[src/hdl/ldb_pkg.sv]
// constants, register map and carrier types of the led driver control block
// assumes a 200 MHz pclk; nothing else outside is needed
package ldb_pkg;

  // timing
  localparam int unsigned CLK_PERIOD_NS  = 5;
  localparam int unsigned STEP_NS        = 40;     // channel pwm step
  localparam int unsigned STEP_CYC       = STEP_NS / CLK_PERIOD_NS;
  localparam int unsigned GRP_STEP_NS    = 20480;  // group dimming step
  localparam int unsigned GRP_STEP_CYC   = GRP_STEP_NS / CLK_PERIOD_NS;
  localparam int unsigned BLINK_STEP_NS  = 162760; // 1/(24 Hz * 256)
  localparam logic [2:0]  STEP_LAST      = 3'(STEP_CYC - 1);
  localparam logic [11:0] GRP_LAST       = 12'(GRP_STEP_CYC - 1);

  // sizes
  localparam int unsigned NCH            = 16;

  // register byte offsets
  localparam logic [11:0] OFS_MODE_CONTROL_SECOND      = 12'h000; // mode_control_second
  localparam logic [11:0] OFS_GRP_DUTY   = 12'h004; // group_duty_value
  localparam logic [11:0] OFS_BLINK      = 12'h008; // blink period
  localparam logic [11:0] OFS_LATCH      = 12'h00C; // output control latch
  localparam logic [11:0] OFS_EFLAG_HI   = 12'h010; // error_flags_high
  localparam logic [11:0] OFS_EFLAG_LO   = 12'h014; // error_flags_low
  localparam logic [11:0] OFS_STATUS     = 12'h018; // live state
  localparam logic [11:0] OFS_DUTY_BASE  = 12'h040; // channel_duty_value 0..15

  // field positions
  localparam int unsigned MODE_GRPEN_BIT = 0;      // apply group signal
  localparam int unsigned MODE_BLINK_BIT = 5;      // 1 blink, 0 dimming
  localparam int unsigned MODE_OTCLR_BIT = 7;      // clear overtemp status
  localparam int unsigned STAT_GATE_BIT  = 3;
  localparam int unsigned STAT_HOT_BIT   = 2;

  // reset values
  localparam logic [7:0]  MODE_RST       = 8'h00;
  localparam logic [7:0]  BYTE_RST       = 8'h00;
  localparam logic [15:0] LATCH_RST      = 16'h0000;
  localparam logic [15:0] EFLAG_RST      = 16'hFFFF;
  localparam logic [31:0] RDATA_RST      = 32'h0000_0000;

  // software reset call
  localparam logic [7:0]  SOFTWARE_RESET_CALL_ADDR_W   = 8'hD6;
  localparam logic [7:0]  SOFTWARE_RESET_CALL_KEY1     = 8'hA5;
  localparam logic [7:0]  SOFTWARE_RESET_CALL_KEY2     = 8'h5A;
  localparam logic [3:0]  BITS_PER_BYTE  = 4'h8;

  typedef enum logic [1:0] {
    I2C_IDLE = 2'b00,
    I2C_RECV = 2'b01,
    I2C_ACK  = 2'b10,
    I2C_SKIP = 2'b11
  } ldb_i2c_st_t;

  // analog sensor and comparator levels, one bit per channel besides the single global overtemp bit
  typedef struct packed {
    logic        glob_hot;
    logic [15:0] chan_hot;
    logic [15:0] chan_open;
  } ldb_sense_t;

  // reset level for the pin synchronisers: sensors 0, pins idle high
  localparam logic [35:0] SYNC_RST       = 36'h0_0000_0007;

endpackage : ldb_pkg

[src/hdl/ldb_top.sv]
// led driver control: apb registers, software reset call slave on the
// two-wire bus, overtemperature and open-load error status, pwm outputs
// assumes sensors, scl, sda and the reset pin are asynchronous levels
//
// How it works
// - global overtemp: all off, all flagged
// - channel overtemp: only that channel off, flagged
// - cooled channels restart if latch still on
// - overtemp status latched until host clears
// - channel overtemp recorded only while on
// - open-load and overtemp faults are ORed
// - mode bit 7 high clears, low re-enables
// - status bit 1 normal, 0 on fault
// - power-on reset gives all defaults, outputs off
// - reset pin low holds all but the channel pwm and prescaler counters at default
// - ack reset call address on write only
// - ack first key only if A5h
// - ack second key only if 5Ah
// - no ack for bytes after both keys
// - stop after both keys resets the device
// - any deviation aborts, no reset
// - per-channel 8-bit pwm, 40 ns step
// - group dimming pwm gates channels, 20.48 us step
// - group blinking with 8-bit period instead
// - start and stop seen while scl high
// - receiver holds sda low in ninth clock
// - never transmits, so sda stays released outside the ack
// - flag registers upper and lower eight, default ones
// - on channel below threshold records open-load
//
// Decided for this implementation: the APB register port and the register offsets.
`timescale 1ns/1ps
module ldb_top
  import ldb_pkg::*;
#(
  parameter int unsigned BLINK_STEP_CYC = BLINK_STEP_NS / CLK_PERIOD_NS
) (
  input  wire logic        pclk,      // 200 MHz clock
  input  wire logic        presetn,   // power-on reset, active low
  input  wire logic        psel,      // apb select
  input  wire logic        penable,   // apb access phase
  input  wire logic        pwrite,    // apb direction
  input  wire logic [11:0] paddr,     // apb byte address
  input  wire logic [31:0] pwdata,    // apb write data
  output logic      [31:0] prdata,    // apb read data
  output logic             pready,    // apb ready
  output logic             pslverr,   // apb error on unmapped address
  input  wire logic        rst_pin_n, // external reset pin
  input  wire logic        scl_in,    // bus clock level
  input  wire logic        sda_in,    // bus data level
  output logic             sda_out,   // sda drive value, always low
  output logic             sda_oe,    // high while pulling sda low
  input  wire ldb_sense_t  sense,     // thermal and open-load sensors
  output logic      [15:0] led_out    // channel sink enables
);
  localparam int unsigned SYNC_W    = 36;
  localparam logic [15:0] BLINK_LAST = 16'(BLINK_STEP_CYC - 1);
  function automatic logic is_duty(input logic [11:0] a);
    is_duty = (a[11:6] == OFS_DUTY_BASE[11:6]) && (a[1:0] == 2'b00);
  endfunction : is_duty
  function automatic logic key_ok(input logic [1:0] idx,
                                  input logic [7:0] b);
    case (idx)
      2'd0:    key_ok = (b == SOFTWARE_RESET_CALL_ADDR_W);
      2'd1:    key_ok = (b == SOFTWARE_RESET_CALL_KEY1);
      2'd2:    key_ok = (b == SOFTWARE_RESET_CALL_KEY2);
      default: key_ok = 1'b0;
    endcase
  endfunction : key_ok
  // ---------------- pin synchronisers and filter
  logic [SYNC_W-1:0] raw;
  logic [SYNC_W-1:0] s1_q, s2_q, s3_q;
  logic [SYNC_W-1:0] flt_q, flt_d;
  ldb_sense_t        sense_f;
  logic              pin_n_f, scl_f, sda_f;
  assign raw = {sense, rst_pin_n, scl_in, sda_in};
  // a level counts once stages two and three agree
  for (genvar g = 0; g < SYNC_W; g++) begin : g_flt
    assign flt_d[g] = (s2_q[g] == s3_q[g]) ? s3_q[g] : flt_q[g];
  end
  // three-stage synchroniser chain
  always_ff @(posedge pclk or negedge presetn) begin
    if (!presetn) begin
      s1_q  <= SYNC_RST;
      s2_q  <= SYNC_RST;
      s3_q  <= SYNC_RST;
      flt_q <= SYNC_RST;
    end else begin
      s1_q  <= raw;
      s2_q  <= s1_q;
      s3_q  <= s2_q;
      flt_q <= flt_d;
    end
  end
  assign sense_f = flt_q[SYNC_W-1:3];
  assign pin_n_f = flt_q[2];
  assign scl_f   = flt_q[1];
  assign sda_f   = flt_q[0];
  // ---------------- two-wire slave for the reset call
  ldb_i2c_st_t st_q, st_d;
  logic [3:0]  bit_q, bit_d;
  logic [1:0]  idx_q, idx_d;
  logic [7:0]  sh_q, sh_d;
  logic        armed_q, armed_d;
  logic        oe_q, oe_d;
  logic        software_reset_call_q, software_reset_call_d;
  logic        scl_p_q, sda_p_q;
  logic        scl_rise, scl_fall, bus_start, bus_stop, soft_clr;
  assign scl_rise  = scl_f & ~scl_p_q;
  assign scl_fall  = ~scl_f & scl_p_q;
  assign bus_start = scl_f & scl_p_q & ~sda_f & sda_p_q;
  assign bus_stop  = scl_f & scl_p_q & sda_f & ~sda_p_q;
  assign soft_clr  = ~pin_n_f | software_reset_call_q;
  // slave next state
  always_comb begin
    st_d    = st_q;
    bit_d   = bit_q;
    idx_d   = idx_q;
    sh_d    = sh_q;
    armed_d = armed_q;
    oe_d    = oe_q;
    software_reset_call_d = 1'b0;
    if (!pin_n_f || bus_start) begin
      st_d    = pin_n_f ? I2C_RECV : I2C_IDLE;
      bit_d   = 4'h0;
      idx_d   = 2'd0;
      armed_d = 1'b0;
      oe_d    = 1'b0;
    end else if (bus_stop) begin
      software_reset_call_d = armed_q;
      armed_d = 1'b0;
      st_d    = I2C_IDLE;
      oe_d    = 1'b0;
    end else begin
      case (st_q)
        I2C_RECV: begin
          if (scl_rise && (bit_q < BITS_PER_BYTE)) begin
            sh_d  = {sh_q[6:0], sda_f};
            bit_d = 4'(bit_q + 4'h1);
          end else if (scl_fall && (bit_q == BITS_PER_BYTE)) begin
            if (key_ok(idx_q, sh_q)) begin
              st_d    = I2C_ACK;
              oe_d    = 1'b1;
              armed_d = (idx_q == 2'd2);
            end else begin
              st_d    = I2C_SKIP;
              armed_d = 1'b0;
            end
          end
        end
        I2C_ACK: begin
          if (scl_fall) begin
            oe_d  = 1'b0;
            bit_d = 4'h0;
            idx_d = (idx_q == 2'd3) ? idx_q : 2'(idx_q + 2'd1);
            st_d  = I2C_RECV;
          end
        end
        I2C_SKIP: st_d = I2C_SKIP;
        I2C_IDLE: st_d = I2C_IDLE;
        default:  st_d = I2C_IDLE;
      endcase
    end
  end
  // slave registers
  always_ff @(posedge pclk or negedge presetn) begin
    if (!presetn) begin
      st_q    <= I2C_IDLE;
      bit_q   <= 4'h0;
      idx_q   <= 2'd0;
      sh_q    <= BYTE_RST;
      armed_q <= 1'b0;
      oe_q    <= 1'b0;
      software_reset_call_q <= 1'b0;
      scl_p_q <= 1'b1;
      sda_p_q <= 1'b1;
    end else begin
      st_q    <= st_d;
      bit_q   <= bit_d;
      idx_q   <= idx_d;
      sh_q    <= sh_d;
      armed_q <= armed_d;
      oe_q    <= oe_d;
      software_reset_call_q <= software_reset_call_d;
      scl_p_q <= scl_f;
      sda_p_q <= sda_f;
    end
  end
  assign sda_oe  = oe_q;
  assign sda_out = 1'b0;
  // ---------------- software registers and apb slave
  logic [7:0]  mode_q, mode_d;
  logic [7:0]  gduty_q, gduty_d;
  logic [7:0]  blink_q, blink_d;
  logic [15:0] latch_q, latch_d;
  logic [7:0]  duty_q [NCH];
  logic [7:0]  duty_d [NCH];
  logic [31:0] prdata_q, prdata_d;
  logic        pready_q, pready_d, perr_q, perr_d;
  logic [31:0] rd_mux;
  logic        mapped, setup, wr_en;
  logic [15:0] shut, open_flt, flags, err_q, err_d;
  logic        grp_gate;
  assign setup = psel & ~penable;
  assign wr_en = psel & penable & pready_q & pwrite & ~perr_q;
  // address decode and read mux
  always_comb begin
    mapped = 1'b1;
    rd_mux = RDATA_RST;
    if (is_duty(paddr)) begin
      rd_mux[7:0] = duty_q[paddr[5:2]];
    end else begin
      case (paddr)
        OFS_MODE_CONTROL_SECOND:    rd_mux[7:0]  = mode_q;
        OFS_GRP_DUTY: rd_mux[7:0]  = gduty_q;
        OFS_BLINK:    rd_mux[7:0]  = blink_q;
        OFS_LATCH:    rd_mux[15:0] = latch_q;
        OFS_EFLAG_HI: rd_mux[7:0]  = flags[15:8];
        OFS_EFLAG_LO: rd_mux[7:0]  = flags[7:0];
        OFS_STATUS: begin
          rd_mux[1:0]           = st_q;
          rd_mux[STAT_HOT_BIT]  = sense_f.glob_hot;
          rd_mux[STAT_GATE_BIT] = grp_gate;
          rd_mux[31:16]         = sense_f.chan_hot;
        end
        default:      mapped       = 1'b0;
      endcase
    end
  end
  // register next values; pin and call resets restore defaults
  always_comb begin
    mode_d   = mode_q;
    gduty_d  = gduty_q;
    blink_d  = blink_q;
    latch_d  = latch_q;
    duty_d   = duty_q;
    pready_d = setup;
    perr_d   = setup & ~mapped;
    prdata_d = (setup & ~pwrite & mapped) ? rd_mux : RDATA_RST;
    if (soft_clr) begin
      mode_d  = MODE_RST;
      gduty_d = BYTE_RST;
      blink_d = BYTE_RST;
      latch_d = LATCH_RST;
      for (int i = 0; i < NCH; i++) begin
        duty_d[i] = BYTE_RST;
      end
    end else if (wr_en) begin
      if (is_duty(paddr)) begin
        duty_d[paddr[5:2]] = pwdata[7:0];
      end else begin
        case (paddr)
          OFS_MODE_CONTROL_SECOND:    mode_d  = pwdata[7:0];
          OFS_GRP_DUTY: gduty_d = pwdata[7:0];
          OFS_BLINK:    blink_d = pwdata[7:0];
          OFS_LATCH:    latch_d = pwdata[15:0];
          default:      mode_d  = mode_q;
        endcase
      end
    end
  end
  // register storage
  always_ff @(posedge pclk or negedge presetn) begin
    if (!presetn) begin
      mode_q   <= MODE_RST;
      gduty_q  <= BYTE_RST;
      blink_q  <= BYTE_RST;
      latch_q  <= LATCH_RST;
      for (int i = 0; i < NCH; i++) begin
        duty_q[i] <= BYTE_RST;
      end
      prdata_q <= RDATA_RST;
      pready_q <= 1'b0;
      perr_q   <= 1'b0;
    end else begin
      mode_q   <= mode_d;
      gduty_q  <= gduty_d;
      blink_q  <= blink_d;
      latch_q  <= latch_d;
      duty_q   <= duty_d;
      prdata_q <= prdata_d;
      pready_q <= pready_d;
      perr_q   <= perr_d;
    end
  end
  assign prdata  = prdata_q;
  assign pready  = pready_q;
  assign pslverr = perr_q;
  // ---------------- error status
  assign shut     = {NCH{sense_f.glob_hot}} | sense_f.chan_hot;
  assign open_flt = latch_q & ~shut & sense_f.chan_open;
  assign flags    = err_q & ~open_flt;
  // overtemp status: 1 normal, 0 latched fault
  always_comb begin
    if (soft_clr || mode_q[MODE_OTCLR_BIT]) begin
      err_d = EFLAG_RST;
    end else begin
      err_d = err_q & ~({NCH{sense_f.glob_hot}}
                        | (sense_f.chan_hot & latch_q));
    end
  end
  always_ff @(posedge pclk or negedge presetn) begin
    if (!presetn) begin
      err_q <= EFLAG_RST;
    end else begin
      err_q <= err_d;
    end
  end
  // ---------------- pwm generation
  logic [2:0]  step_q, step_d;
  logic [7:0]  ccnt_q, ccnt_d;
  logic [11:0] gdiv_q, gdiv_d;
  logic [15:0] bdiv_q, bdiv_d;
  logic [7:0]  bsub_q, bsub_d;
  logic [7:0]  gcnt_q, gcnt_d;
  logic [15:0] led_q, led_d, ch_pwm;
  logic        dim_tick, blk_tick, grp_tick;
  for (genvar c = 0; c < NCH; c++) begin : g_pwm
    assign ch_pwm[c] = ccnt_q < duty_q[c];
  end
  assign dim_tick = (gdiv_q == GRP_LAST);
  assign blk_tick = (bdiv_q == BLINK_LAST) && (bsub_q == blink_q);
  assign grp_tick = mode_q[MODE_BLINK_BIT] ? blk_tick : dim_tick;
  assign grp_gate = ~mode_q[MODE_GRPEN_BIT] | (gcnt_q < gduty_q);
  // counters and output gating
  always_comb begin
    step_d = (step_q == STEP_LAST) ? 3'h0 : 3'(step_q + 3'h1);
    ccnt_d = (step_q == STEP_LAST) ? 8'(ccnt_q + 8'h1) : ccnt_q;
    gdiv_d = dim_tick ? 12'h000 : 12'(gdiv_q + 12'h001);
    bdiv_d = (bdiv_q == BLINK_LAST) ? 16'h0000 : 16'(bdiv_q + 16'h0001);
    bsub_d = bsub_q;
    if (bdiv_q == BLINK_LAST) begin
      bsub_d = (bsub_q == blink_q) ? 8'h00 : 8'(bsub_q + 8'h01);
    end
    gcnt_d = grp_tick ? 8'(gcnt_q + 8'h01) : gcnt_q;
    led_d  = latch_q & ~shut & ch_pwm & {NCH{grp_gate}};
    if (soft_clr) begin
      led_d  = LATCH_RST;
      gcnt_d = BYTE_RST;
      bsub_d = BYTE_RST;
    end
  end
  always_ff @(posedge pclk or negedge presetn) begin
    if (!presetn) begin
      step_q <= 3'h0;
      ccnt_q <= BYTE_RST;
      gdiv_q <= 12'h000;
      bdiv_q <= 16'h0000;
      bsub_q <= BYTE_RST;
      gcnt_q <= BYTE_RST;
      led_q  <= LATCH_RST;
    end else begin
      step_q <= step_d;
      ccnt_q <= ccnt_d;
      gdiv_q <= gdiv_d;
      bdiv_q <= bdiv_d;
      bsub_q <= bsub_d;
      gcnt_q <= gcnt_d;
      led_q  <= led_d;
    end
  end
  assign led_out = led_q;
endmodule : ldb_top

[config.mk]
export PLATFORM = sky130hd
export DESIGN_NAME = ldb_top
export DESIGN_NICKNAME = d
export VERILOG_FILES = /design/src/hdl/ldb_pkg.sv /design/src/hdl/ldb_top.sv
export SDC_FILE = /design/constraint.sdc
export NUM_CORES = 1
export LEC_CHECK = 0
export BUFFER_PORTS_ARGS = -buffer_cell sky130_fd_sc_hd__buf_2
export CAP_MARGIN = 10
export CORE_ASPECT_RATIO = 0.9
export CORE_MARGIN = 2
export CORE_UTILIZATION = 40
export CTS_CLUSTER_SIZE = 8
export DETAILED_ROUTE_END_ITERATION = 10
export SKIP_LAST_GASP = 1
export SYNTH_ARGS = -nofsm -noshare
export SYNTH_HDL_FRONTEND = slang
export SYNTH_SLANG_ARGS = --single-unit
[constraint.sdc]
create_clock -name pclk -period 5.6 [get_ports pclk]
set_input_delay 1.68 -clock pclk [delete_from_list [all_inputs] [get_ports pclk]]
set_output_delay 1.68 -clock pclk [all_outputs]
set_load 0.02 [all_outputs]
* Word-level counts from Yosys, hierarchy flattened
Cells that the tools add are included.
W data, S select, Z words.
** Storage, ports and cells
- Flip-flop bits (word level) :: 454
- Input bits :: 85
- Output and inout port bits :: 52
- Word-level logic and storage cells :: 338
** Operators by class
- Add/sub/neg operators :: 8
- Order comparisons :: 20
- Equality and inequality tests :: 67
- Multiplexer cells :: 84
- Bitwise operators :: 42
- Reduce and logical (&&, ||, !) cells :: 38
** Operator list (count)
- $mux W128 :: 3
- $mux W8 :: 22
- $lt A8 B8 Y1 :: 17
- $bwmux W128 :: 1
- $mux W16 :: 8
- $and A16 B16 Y16 :: 7
- $not A16 Y16 :: 3
- $eq A1 B1 Y1 :: 36
- $eq A12 B5 Y1 const B :: 3
- $bmux W8 S4 :: 1
- $demux W8 S4 :: 1
- $mux W32 :: 1
- $or A16 B16 Y16 :: 2
- $pmux W4 S7 :: 1
- $add A8 B1 Y8 const B :: 3
- $eq A12 B4 Y1 const B :: 2
- $mux W1 :: 24
- $mux W24 :: 1
- $pmux W4 S6 :: 1
- $mux W2 :: 10
- $reduce_bool A2 Y1 :: 10
- $reduce_and A3 Y1 :: 6
- $add A16 B1 Y16 const B :: 1
- $eq A16 B15 Y1 const B :: 1
- other kinds (43) :: 94

* Depth between registers and ports, before layout
Gate-level depths: netlist of run 1.
- Word-level depth :: 14
- Mapped depth :: 8
- Depth with buffers taken out :: 7

* Least setup slack after synthesis of run 1
No wires, ideal clock.
- Path type :: input to register
- From :: input paddr[8]
- To :: register latch_q[10]
- Library setup time :: 132 ps
- Data arrival time :: 3526 ps
- Required time :: 5468 ps
- Slack :: 1942 ps
- Stages :: 7
- Buffers on the path :: 2
- Cells stage by stage :: or4_4 -> or3_1 -> buf_6 -> nor3_4 -> buf_8 -> mux2i_1 -> nor2_1
** On the way
- Cells in the longest elaborated chain, start to end :: 4
- Elaborated cells between the ends (all ways) :: 6
- Classes of those cells :: 3 x eq/ne; 3 x reduce/logical
** Ends and longest elaborated chain
- from (decl) :: RTL line ldb_top.sv:43 : input wire logic [11:0] paddr,
- $eq A6 B1 Y1 :: RTL line ldb_top.sv:59 : is_duty = (a[11:6] == OFS_DUTY_BASE[11:6]) && (a[1:0] == 2'b00);
- $logic_and A1 B1 Y1 :: RTL line ldb_top.sv:59
- $ne A2 B2 Y1 (no source line)
- $reduce_and A3 Y1 (no source line) (*)
- to (signal assigned) :: RTL line ldb_top.sv:279 : latch_q <= latch_d;
- to (decl) :: RTL line ldb_top.sv:195 : logic [15:0] latch_q, latch_d;
Every way passes the cells marked *; elsewhere a longest branch is shown, timed or not.
A chain may end at the register's enable or synchronous reset.

* Final worst setup path of run 1
- From :: input paddr[3]
- To :: register prdata_q[7], in the netlist prdata[7]
** On the way
- Cells in the longest elaborated chain, start to end :: 6
- Elaborated cells between the ends (all ways) :: 18
- Classes of those cells :: 6 x eq/ne; 8 x mux; 2 x bitwise; 2 x reduce/logical
** Ends and longest elaborated chain
- $eq A12 B4 Y1, or another cell as far along :: RTL line ldb_top.sv:213 : case (paddr)
- $reduce_or A7 Y1 (no source line) / $bmux W8 S4 (equally long branches)
- $mux W1 / $mux W8 (equally long branches) :: RTL line ldb_top.sv:213, ldb_top.sv:211
- $mux W1 / $mux W8 (equally long branches) :: RTL line ldb_top.sv:210, ldb_top.sv:211
- $and A1 B1 Y1 / $mux W8 (equally long branches) :: RTL line ldb_top.sv:239, ldb_top.sv:210
- $mux W32 (*) :: RTL line ldb_top.sv:239 : prdata_d = (setup & ~pwrite & mapped) ? rd_mux : RDATA_RST;
- named net prdata_d[7] :: RTL line ldb_top.sv:198 : logic [31:0] prdata_q, prdata_d;
- to (signal assigned) :: RTL line ldb_top.sv:281 : prdata_q <= prdata_d;
- to (decl) :: RTL line ldb_top.sv:198
The timed path passes the listed nets; every way through them passes the cells marked *. The select of a mux whose other input is x is not followed.

==> results of run 1 <==
==> kinds of logic after synthesis <==
logic type	count (synthesis)	synth area share [%]
adders and majority gates	169	9.17
buffers and inverters	230	4.09
and+or+nand+nor	624	15.5
AOI/OAI and AO/OA	182	5.76
muxes	229	12.4
other	1	0.0170
xor gates and xnor gates	37	1.47
DFF	454	51.6
==> state kept, by name, summed over array words and instances (netlist names), 8 cells and up <==
| register | cells |
|---|---|
| gcnt_q | 8 |
| gduty_q | 8 |
| flt_q | 36 |
| gdiv_q | 12 |
| s3_q | 36 |
| err_q | 16 |
| prdata | 32 |
| ccnt_q | 8 |
| bsub_q | 8 |
| bdiv_q | 16 |
| latch_q | 16 |
| s1_q | 36 |
| led_out | 16 |
| mode_q | 8 |
| duty_q | 128 |
| s2_q | 36 |
| sh_q | 8 |
| blink_q | 8 |
==> power by group through the flow <==
stage / Clock, uW / Sequential, uW / Combinational, uW
2_1_floorplan: 0 / 3490 / 208
3_3_place_gp: 0 / 3530 / 370
3_5_place_dp: 0 / 3530 / 379
4_1_cts: 3850 / 3480 / 380
5_1_grt: 4000 / 3490 / 414
6_report: 3760 / 3480 / 374
==> how the worst max path moves through the flow <==
stage,cells after the start,to,slack (ps)
floorplan,7,latch_q[10],1940
global placement,6,prdata[7],1230
detailed placement,6,prdata[7],1110
CTS,6,prdata[7],1750
global route,6,prdata[7],1640
finish,6,prdata[7],1580
==> cell usage in the layout (no fill, tap or decap), drive strengths merged, types with 24 or more instances in the layout <==
cell / instances
nand4: 27
nand3: 27
nand2b: 28
a21o: 28
maj3: 36
nor3: 35
clkbuf: 102
dfrtp: 424
mux4: 35
inv: 144
nand2: 112
dfstp: 30
o21ai: 32
ha: 133
buf: 144
and3: 39
mux2i: 181
xnor2: 24
nor2: 232
==> routing by layer <==
layer,part of all wire (%),GRT usage (%)
met1,45,29.4
met2,45,33.7
met3,5.4,4.08
met4,4.5,10.6
met5,0,0
==> final cells by class <==
class / instances / share of cell area, %
flip-flops and latches: 454 / 44.8
multi-input cells: 1242 / 38.6
clock buffers: 102 / 7.23
well taps: 705 / 3.47
repair buffers: 144 / 3.36
inverters: 141 / 2.08
clock inverters: 8 / 0.477
==> metrics by stage <==
step / setup slack (ps) / cells
floorplan: 1940 / 1926
global placement: 1230 / 2686
detailed placement: 1110 / 2686
CTS: 1750 / 2796
global route: 1640 / 2796
finish: 1580 / 2796
==> metrics.csv, run 1 <==
stage,metric,value,unit
final_layout,Final nets,2268,
worst_setup_path,r2r setup slk,2320,ps
clocking,Clock transition at path regs,50,ps
global_routing,gr ovfl total,0,
sta,clock skew,34.8,ps
power,combinational power share,4.9,%
yosys,number of synthesized flops with an enable pin,0,
clocking,CTS Buf Count,67,
worst_setup_path,WP buf/inv,1,
floorplan,DIE WIDTH,252,um
sta,fmax,249,MHz
yosys,#FFs+latches synth,454,
yosys,ys async rst share,100,%
final_layout,fin area,25500,sq um
power,sw power,1840,uW
sta,Slew @ Worst Pin,1040,ps
final_layout,Layout Utilization,46.8,%
yosys,synth top area cells,"dfrtp_1 48%, mux2i_1 8.2%, ha_1 7.5%",
worst_setup_path,CP max-delay cell,nor4b_1,
global_routing,vias in the first global route,15929,
power,P_int,5770,uW
floorplan,Die Area,57100,sq um
yosys,Mapped Avg Cell Area,11.5,sq um
worst_setup_path,CP Launch Type,input port,
global_routing,initial antenna violation count,0,
yosys,most common flop cell mapped by yosys,dfrtp_1,
clocking,CTS root buffer,clkbuf_16,
min_path,hold wc startpoint,s1_q[34],
yosys,sequential-to-total area share from yosys stat,51.6,%
routing,DRC,0,
yosys,Post-synth top cells,"424 x dfrtp_1, 232 x nor2_1, 181 x mux2i_1",
yosys,netlist area before placement,22100,sq um
yosys,synth unique cells,74,
floorplan,I/O pin count,137,
sta,Final min period,4020,ps
clocking,Max H-tree Level,3,
power,Clock Power Share,49.4,%
yosys,Synth Instances,1926,
global_routing,Tot GR Track Use,21.7,%
clocking,latest clock arrival within the worst-skew pair,620,ps
routing,first drt pass iteration count,5,
final_layout,Multi-input gate area,9820,sq um
routing,WL/cell,21.3,um
worst_setup_path,reg2reg start,gduty_q[6],
final_layout,layout overhead on the synthesized area,15.2,%
sta,period utilization,71.8,%
floorplan,row count,81,
routing,vias,15263,
sta,Final Setup Violations,0,
yosys,Synth area leader,dfrtp_1,
yosys,most common cell in the netlist,dfrtp_1,
final_layout,Seq. cell area,11400,sq um
global_routing,pin count of the biggest net entering global routing,177,
worst_setup_path,reg2reg end,led_out[8],
clocking,Clock Tree Buf Depth,3,
worst_setup_path,Worst R2R Path Depth,8,
worst_setup_path,Setup crit start,paddr[3],
worst_setup_path,crit end category,register,
sta,TNS Setup,0,ps
routing,1st-iter DRT viols,1046,
clocking,"Setup Fix Bufs, Post-CTS",0,
clocking,CTS tree,done,
power,Pwr Total,7610,uW
min_path,WHS Endpoint,s2_q[34],
placement,Port Buffers,119,
yosys,Syn Nets,2144,
global_routing,first-pass GRT wire length,94200,um
power,sw frac,24.1,%
power,Seq pwr share,45.7,%
floorplan,core area,54400,sq um
worst_setup_path,crit-path leading delay family,simple AND/OR/NAND/NOR gates,
sta,unrepaired setup endpoints after global routing,no,
placement,GPL Wtd Cong,0.882,
worst_setup_path,Crit Path Class,input port to register,
job,max-cap violation count,0,
sta,"Hold Vio Cnt, Final",0,
worst_setup_path,critical path cell sequence,"buf_2, nor4b_1, and4_1, o311ai_0, a31o_2, a31oi_1",
sta,max-slew violation count,0,
clocking,CTS Hold Bufs,0,
sta,max_slew headroom,30.4,%
worst_setup_path,crit-path max cell delay,900,ps
floorplan,Starting Density,40.6,%
power,Pwr Density,299,nW/um^2
placement,DPL Wire Length,40800,um
worst_setup_path,WP data required,6030,ps
sta,worst hold slack,343,ps
worst_setup_path,"Arr. time, crit path",4450,ps
power,VDD IR max,0.275,mV
final_layout,# diodes,0,
min_path,Hold Path Class,register to register,
final_layout,share of post-route cells with drive strength above 1,16.3,%
yosys,Synth top area share,48.0,%
routing,DRT antenna net count,0,
min_path,hold path cells,0,
routing,via-per-instance ratio,5.46,
yosys,synth warn,0,
placement,post-placement cell area,23500,sq um
final_layout,fill count,4869,
routing,final WL,59600,um
clocking,clock net sink count,454,
status,status,"complete, no violations",
worst_setup_path,Worst Path Max Fanout,25,
power,P_leak,0.0110,uW
clocking,# resized after CTS,0,
floorplan,die height,227,um
Note: power is estimated with default switching activity, not from simulation.
==> inputs of run 2 (changes only) <==
- ABC_AREA: unset -> 1
- clock period: 5.6 -> 4 ns (I/O delays scaled with it)
==> run 2 against run 1 <==
Compared with the run above:
- sequential power grew 46%
- routed wire length grew 4.7%
- flip-flop and latch count is the same
- highest routed layer is now met5
==> metrics.csv, run 2 <==
stage,metric,value,unit,change
status,status,"complete, no violations",,
final_layout,Largest Register,duty_q,,
routing,final WL,62400,um,+4.7%
final_layout,Final nets,2742,,+21%
floorplan,Die Area,55300,sq um,-3.2%
yosys,most common flop cell mapped by yosys,dfrtp_1,,
worst_setup_path,crit-path max cell delay,450,ps,-450 ps
floorplan,row count,80,,-1.2%
final_layout,max reg flops,128,,unchanged
final_layout,Post-Layout Cell Count,3260,,+17%
worst_setup_path,reg2reg start,gcnt_q[5],,
sta,max-slew violation count,0,,unchanged
worst_setup_path,Crit Path Class,input port to register,,
worst_setup_path,CP Launch Type,input port,,
clocking,# resized after CTS,0,,unchanged
placement,post-placement cell area,23000,sq um,-2.1%
yosys,Synth top area share,49.6,%,+1.6 points
routing,vias,17092,,+12%
routing,via-per-instance ratio,5.24,,-4.0%
clocking,latest clock arrival within the worst-skew pair,610,ps,about the same
power,Seq pwr share,44.7,%,-1.0 points
yosys,most common cell in the netlist,nand2_1,,
yosys,ys async rst share,100,%,unchanged
yosys,Synth Instances,2347,,+22%
routing,DRT antenna net count,0,,unchanged
floorplan,DIE WIDTH,248,um,-1.6%
power,sw power,3040,uW,+66%
power,P_int,8280,uW,+43%
sta,fmax,346,MHz,
clocking,CTS Buf Count,66,,-1.5%
worst_setup_path,Worst Path Max Fanout,16,,-36%
sta,period utilization,72.2,%,
clocking,CTS tree,done,,
sta,unrepaired setup endpoints after global routing,no,,
worst_setup_path,critical path cell sequence,"buf_2, clkinv_1, buf_4, nand2_1, nand2_1, nand2_1, nand2_1, nand2_1, nand2_1, o21ai_0, nand3_1, nor2_1",,
yosys,Mapped Avg Cell Area,9.11,sq um,-21%
power,P_leak,0.0122,uW,+11%
sta,Final Setup Violations,0,,unchanged
global_routing,first-pass GRT wire length,97800,um,+3.7%
sta,Final min period,2890,ps,
floorplan,I/O pin count,137,,unchanged
global_routing,gr ovfl total,0,,unchanged
worst_setup_path,Worst R2R Path Depth,9,,+1
routing,1st-iter DRT viols,1779,,+70%
yosys,Post-synth top cells,"499 x nand2_1, 424 x dfrtp_1, 279 x inv_1",,
yosys,number of synthesized flops with an enable pin,0,,unchanged
min_path,hold wc startpoint,s1_q[23],,
final_layout,"commonest non-fill, non-tap cell in the layout",nand2_1,,
sta,clock skew,22.1,ps,-12.7 ps
power,Pwr Density,455,nW/um^2,+52%
sta,"Hold Vio Cnt, Final",0,,unchanged
placement,Port Buffers,119,,unchanged
yosys,synth warn,0,,unchanged
min_path,Hold Path Class,register to register,,
global_routing,pin count of the biggest net entering global routing,99,,-44%
floorplan,die height,223,um,-1.6%
worst_setup_path,"Arr. time, crit path",3390,ps,-1060 ps
clocking,CTS Hold Bufs,0,,unchanged
clocking,"Setup Fix Bufs, Post-CTS",0,,unchanged
power,combinational power share,9.4,%,+4.5 points
clocking,Clock transition at path regs,50,ps,about the same
global_routing,initial antenna violation count,5,,+5
placement,Placed Cells,3153,,+17%
yosys,netlist area before placement,21400,sq um,-3.3%
power,Clock Power Share,45.9,%,-3.5 points
final_layout,Layout Utilization,47.1,%,+0.29 points
sta,Slew @ Worst Pin,1070,ps,+23.4 ps
placement,DPL Wire Length,43100,um,+5.7%
clocking,clock net sink count,454,,unchanged
worst_setup_path,r2r setup slk,1610,ps,-710 ps
yosys,sequential-to-total area share from yosys stat,53.3,%,+1.7 points
global_routing,vias in the first global route,17004,,+6.7%
worst_setup_path,CP dominant cell by count,nand2_1,,
floorplan,core area,53000,sq um,-2.7%
final_layout,share of post-route cells with drive strength above 1,12.6,%,-3.7 points
clocking,Max H-tree Level,3,,unchanged
sta,TNS Setup,0,ps,unchanged
placement,pre-CTS setup slack,573,ps,-535 ps
yosys,synth top area cells,"dfrtp_1 50%, nand2_1 8.8%, ha_1 7.8%",,
routing,first drt pass iteration count,6,,+1
final_layout,fill count,4960,,+1.9%
min_path,WHS Endpoint,s2_q[23],,
worst_setup_path,CP max-delay cell,buf_2,,
clocking,Clock Tree Buf Depth,3,,unchanged
power,VDD IR max,0.301,mV,+9.6%
job,max-cap violation count,0,,unchanged
floorplan,Starting Density,40.4,%,-0.23 points
global_routing,Tot GR Track Use,23.2,%,+1.6 points
sta,max_slew headroom,28.8,%,-1.6 points
final_layout,fin area,24900,sq um,-2.1%
worst_setup_path,reg2reg end,led_out[1],,
yosys,synth unique cells,51,,-31%
clocking,CTS root buffer,clkbuf_16,,
sta,Final WS setup,1110,ps,-465 ps
yosys,#FFs+latches synth,454,,unchanged
power,sw frac,26.9,%,+2.7 points
final_layout,layout overhead on the synthesized area,16.6,%,
worst_setup_path,crit end category,register,,
routing,WL/cell,19.1,um,-10%
final_layout,"commonest cells after routing, fill and taps aside","499 x nand2_1, 424 x dfrtp_1, 279 x inv_1, 245 x nor2_1, 142 x nand3_1",,
yosys,Synth area leader,dfrtp_1,,
routing,DRC,0,,unchanged
yosys,Syn Nets,2565,,+20%
min_path,hold path cells,0,,unchanged
placement,GPL Wtd Cong,0.920,,+4.3%
worst_setup_path,WP data required,4500,ps,-1530 ps
[run 2: worst max-delay path, delay by kind of cell]
family | cells | cell delay, ps
simple gates | 8 | 700
buf+inv | 3 | 1070
compound gates | 1 | 400
[run 2: metrics by stage]
| step | total power [uW] | hold slack, ps |
|---|---|---|
| after floorplan | 5680 | 331 |
| after global placement | 6160 | 332 |
| after detailed placement | 6190 | 335 |
| after CTS | 11400 | 345 |
| after global routing | 11800 | 348 |
| final | 11300 | 344 |
[run 2: area by class of cell]
type,count,area [sq um],area share (%)
inverters,287,1080,4.34
well taps,697,872,3.50
diodes,1,2.50,0.0100
clock buffers,100,1800,7.23
multi-input cells,1546,8590,34.5
flip-flops and latches,454,11400,45.8
clock inverters,6,124,0.497
repair buffers,169,1040,4.19
[run 2: routing by layer]
layer | up-vias | part of all wire [%] | track usage (%)
met2 | 637 | 43 | 34.2
met1 | 8208 | 45 | 32.3
met5 | - | 0.083 | 0
met3 | 154 | 8.5 | 6.36
li1 | 8085 | - | -
met4 | 8 | 3.9 | 9.64
[run 2: logic make-up (layout without fill, tap and decap cells)]
kind of cell,Yosys count,after routing,synth area share [%]
fa+ha+maj,169,169,9.47
simple gates,996,996,20.2
compound gates,349,349,9.23
xor+xnor,29,29,1.19
flops,454,454,53.3
buf+inv,347,562,6.50
mux,2,2,0.0995
other cells,1,2,0.0175
[run 2: power groups by stage]
stage | sequential (uW) | combinational, uW | clock, uW
global route | 5090 | 1190 | 5530
global placement | 5130 | 1030 | 0
floorplan | 5070 | 609 | 0
detailed placement | 5130 | 1050 | 0
finish | 5070 | 1060 | 5200
CTS | 5060 | 1060 | 5300
[run 2: how the worst max path moves through the flow]
stage,startpoint,to,slack [ps],cells after the start
2_1_floorplan,paddr[9],duty_q[88],1480,9
3_3_place_gp,paddr[2],prdata[3],590,12
3_5_place_dp,paddr[2],prdata[3],570,12
4_1_cts,paddr[2],prdata[3],1190,12
5_1_grt,paddr[2],prdata[3],1050,12
6_report,paddr[2],prdata[3],1110,12
==> inputs of run 3 (changes only) <==
- clock period: 4 -> 3 ns (I/O delays scaled with it)
==> run 3 against run 2 <==
Compared with the run above:
- routed wire length grew 1.3%
- flip-flop and latch count is the same
- final area increased by 1.4%
- critical endpoint is now led_out[4]
==> metrics.csv, run 3 (synthesis gave the netlist of run 2 again) <==
stage,metric,value,unit,change
status,status,"complete, no violations",,
clocking,clock net sink count,454,,unchanged
worst_setup_path,Worst Path Max Fanout,19,,+3
global_routing,first-pass GRT wire length,99000,um,+1.3%
floorplan,core area,53000,sq um,unchanged
sta,Slew @ Worst Pin,957,ps,-111 ps
worst_setup_path,CP Launch Type,register,,
routing,1st-iter DRT viols,1659,,-6.7%
floorplan,DIE WIDTH,248,um,unchanged
worst_setup_path,CP max-delay cell,a211oi_1,,
routing,final WL,63200,um,+1.3%
placement,post-placement cell area,23300,sq um,+1.5%
floorplan,row count,80,,unchanged
sta,fmax,437,MHz,
power,P_leak,0.0124,uW,+1.4%
final_layout,max reg flops,128,,unchanged
power,VDD IR max,0.422,mV,+40%
worst_setup_path,crit-path max cell delay,610,ps,+160 ps
min_path,Hold Path Class,input port to async pin,,
routing,DRT antenna net count,0,,unchanged
sta,Final WS setup,711,ps,-402 ps
routing,DRC,0,,unchanged
routing,Met1 Routed Length,28600,um,+2.8%
clocking,CTS Hold Bufs,0,,unchanged
worst_setup_path,Crit Path Class,register to register,,
sta,unrepaired setup endpoints after global routing,no,,
floorplan,Die Area,55300,sq um,unchanged
global_routing,pin count of the biggest net entering global routing,76,,-23%
routing,WL/cell,19.2,um,+0.49%
sta,period utilization,76.3,%,
clocking,# resized after CTS,0,,unchanged
clocking,CTS root buffer,clkbuf_16,,
sta,worst hold slack,288,ps,-55.7 ps
final_layout,Post-Layout Cell Count,3286,,+0.80%
clocking,"Setup Fix Bufs, Post-CTS",0,,unchanged
routing,DR WL met3,4790,um,-9.5%
clocking,CTS Buf Count,66,,unchanged
final_layout,Largest Register,duty_q,,
worst_setup_path,WP data required,3520,ps,-980 ps
sta,Final min period,2290,ps,
clocking,Clock Tree Buf Depth,3,,unchanged
sta,"Hold Vio Cnt, Final",0,,unchanged
worst_setup_path,critical path cell sequence,"inv_1, nor2_4, inv_2, a211oi_1, nand4_1, nor2_1",,
sta,Final Setup Violations,0,,unchanged
floorplan,I/O pin count,137,,unchanged
routing,Top Metal Used,met4,,
global_routing,initial antenna violation count,0,,-5
sta,TNS Setup,0,ps,unchanged
worst_setup_path,"Arr. time, crit path",2810,ps,-580 ps
job,max-cap violation count,0,,unchanged
global_routing,Tot GR Track Use,23.4,%,+0.14 points
worst_setup_path,crit end category,register,,
sta,clock skew,34.8,ps,+12.7 ps
worst_setup_path,WP buf/inv,2,,-1
final_layout,# diodes,0,,-1
final_layout,Final nets,2772,,+1.1%
clocking,CTS tree,done,,
placement,Placed Cells,3183,,+0.95%
sta,max-slew violation count,0,,unchanged
global_routing,vias in the first global route,17095,,+0.54%
final_layout,share of post-route cells with drive strength above 1,13.6,%,+1.0 points
worst_setup_path,crit-path leading delay family,simple AND/OR/NAND/NOR gates,,
final_layout,"commonest non-fill, non-tap cell in the layout",nand2_1,,
placement,DPL Wire Length,45100,um,+4.5%
routing,vias,17445,,+2.1%
placement,Port Buffers,119,,unchanged
clocking,Clock transition at path regs,50,ps,about the same
routing,via-per-instance ratio,5.31,,+1.3%
routing,met2 WL,27700,um,+3.4%
clocking,latest clock arrival within the worst-skew pair,610,ps,about the same
global_routing,gr ovfl total,0,,unchanged
placement,pre-CTS setup slack,289,ps,-284 ps
sta,max_slew headroom,35.7,%,+6.9 points
final_layout,"commonest cells after routing, fill and taps aside","499 x nand2_1, 424 x dfrtp_1, 279 x inv_1, 245 x nor2_1, 142 x nand3_1",,
floorplan,Starting Density,40.4,%,unchanged
power,Pwr Density,599,nW/um^2,+32%
final_layout,fin area,25300,sq um,+1.4%
routing,first drt pass iteration count,6,,unchanged
clocking,Max H-tree Level,3,,unchanged
final_layout,layout overhead on the synthesized area,18.2,%,
floorplan,die height,223,um,unchanged
placement,GPL Wtd Cong,0.947,,+2.9%
final_layout,fill count,4928,,-0.65%
==> run 3: changes by cell type in the layout (fill, tap and decap cells not counted), sizes merged <==
| cell | previous run | this run |
|---|---|---|
| clkinv | 6 | 7 |
| buf | 169 | 199 |
| diode | 1 | 0 |
| clkbuf | 100 | 96 |
==> run 3: path summary, 6_finish.rpt <==
kind	endpoint	slack, ps	startpoint	depth (start not counted)
worst max-delay path	led_out[4]	710	flt_q[2]	6
worst min-delay path	bdiv_q[2]	290	presetn	1
worst max register to register	led_out[4]	710	flt_q[2]	6
worst min register to register	s2_q[23]	340	s1_q[23]	0
max in group asynchronous	err_q[5]	1900	presetn	2
min in group pclk	s2_q[23]	340	s1_q[23]	0
==> run 3: metal layers <==
layer | track usage, % | vias up
li1 | - | 8128
met3 | 4.62 | 148
met5 | 0 | -
met4 | 8.56 | 0
met2 | 34.5 | 683
met1 | 34.0 | 8486
==> run 3: through the flow <==
step	total power, uW	utilization [%]
global placement	8240	44.1
detailed placement	8270	44.1
global route	15800	47.7
finish	15100	47.7
floorplan	7570	-
CTS	15300	47.7
==> run 3: power by group <==
part	leakage [uW]	total (uW)	internal, uW	switching [uW]
sequential	0.00583	6750	6490	260
clock	0.000915	6940	4100	2830
combinational	0.00562	1440	434	1010
==> run 3: cell type report <==
cell class | instances | area [sq um] | area share (%)
multi-input combinational | 1546 | 8590 | 34.0
tap | 697 | 872 | 3.45
clock inverter | 7 | 168 | 0.664
sequential | 454 | 11400 | 45.1
clock buffer | 96 | 1760 | 6.99
timing repair buffer | 199 | 1380 | 5.47
inverter | 287 | 1080 | 4.29
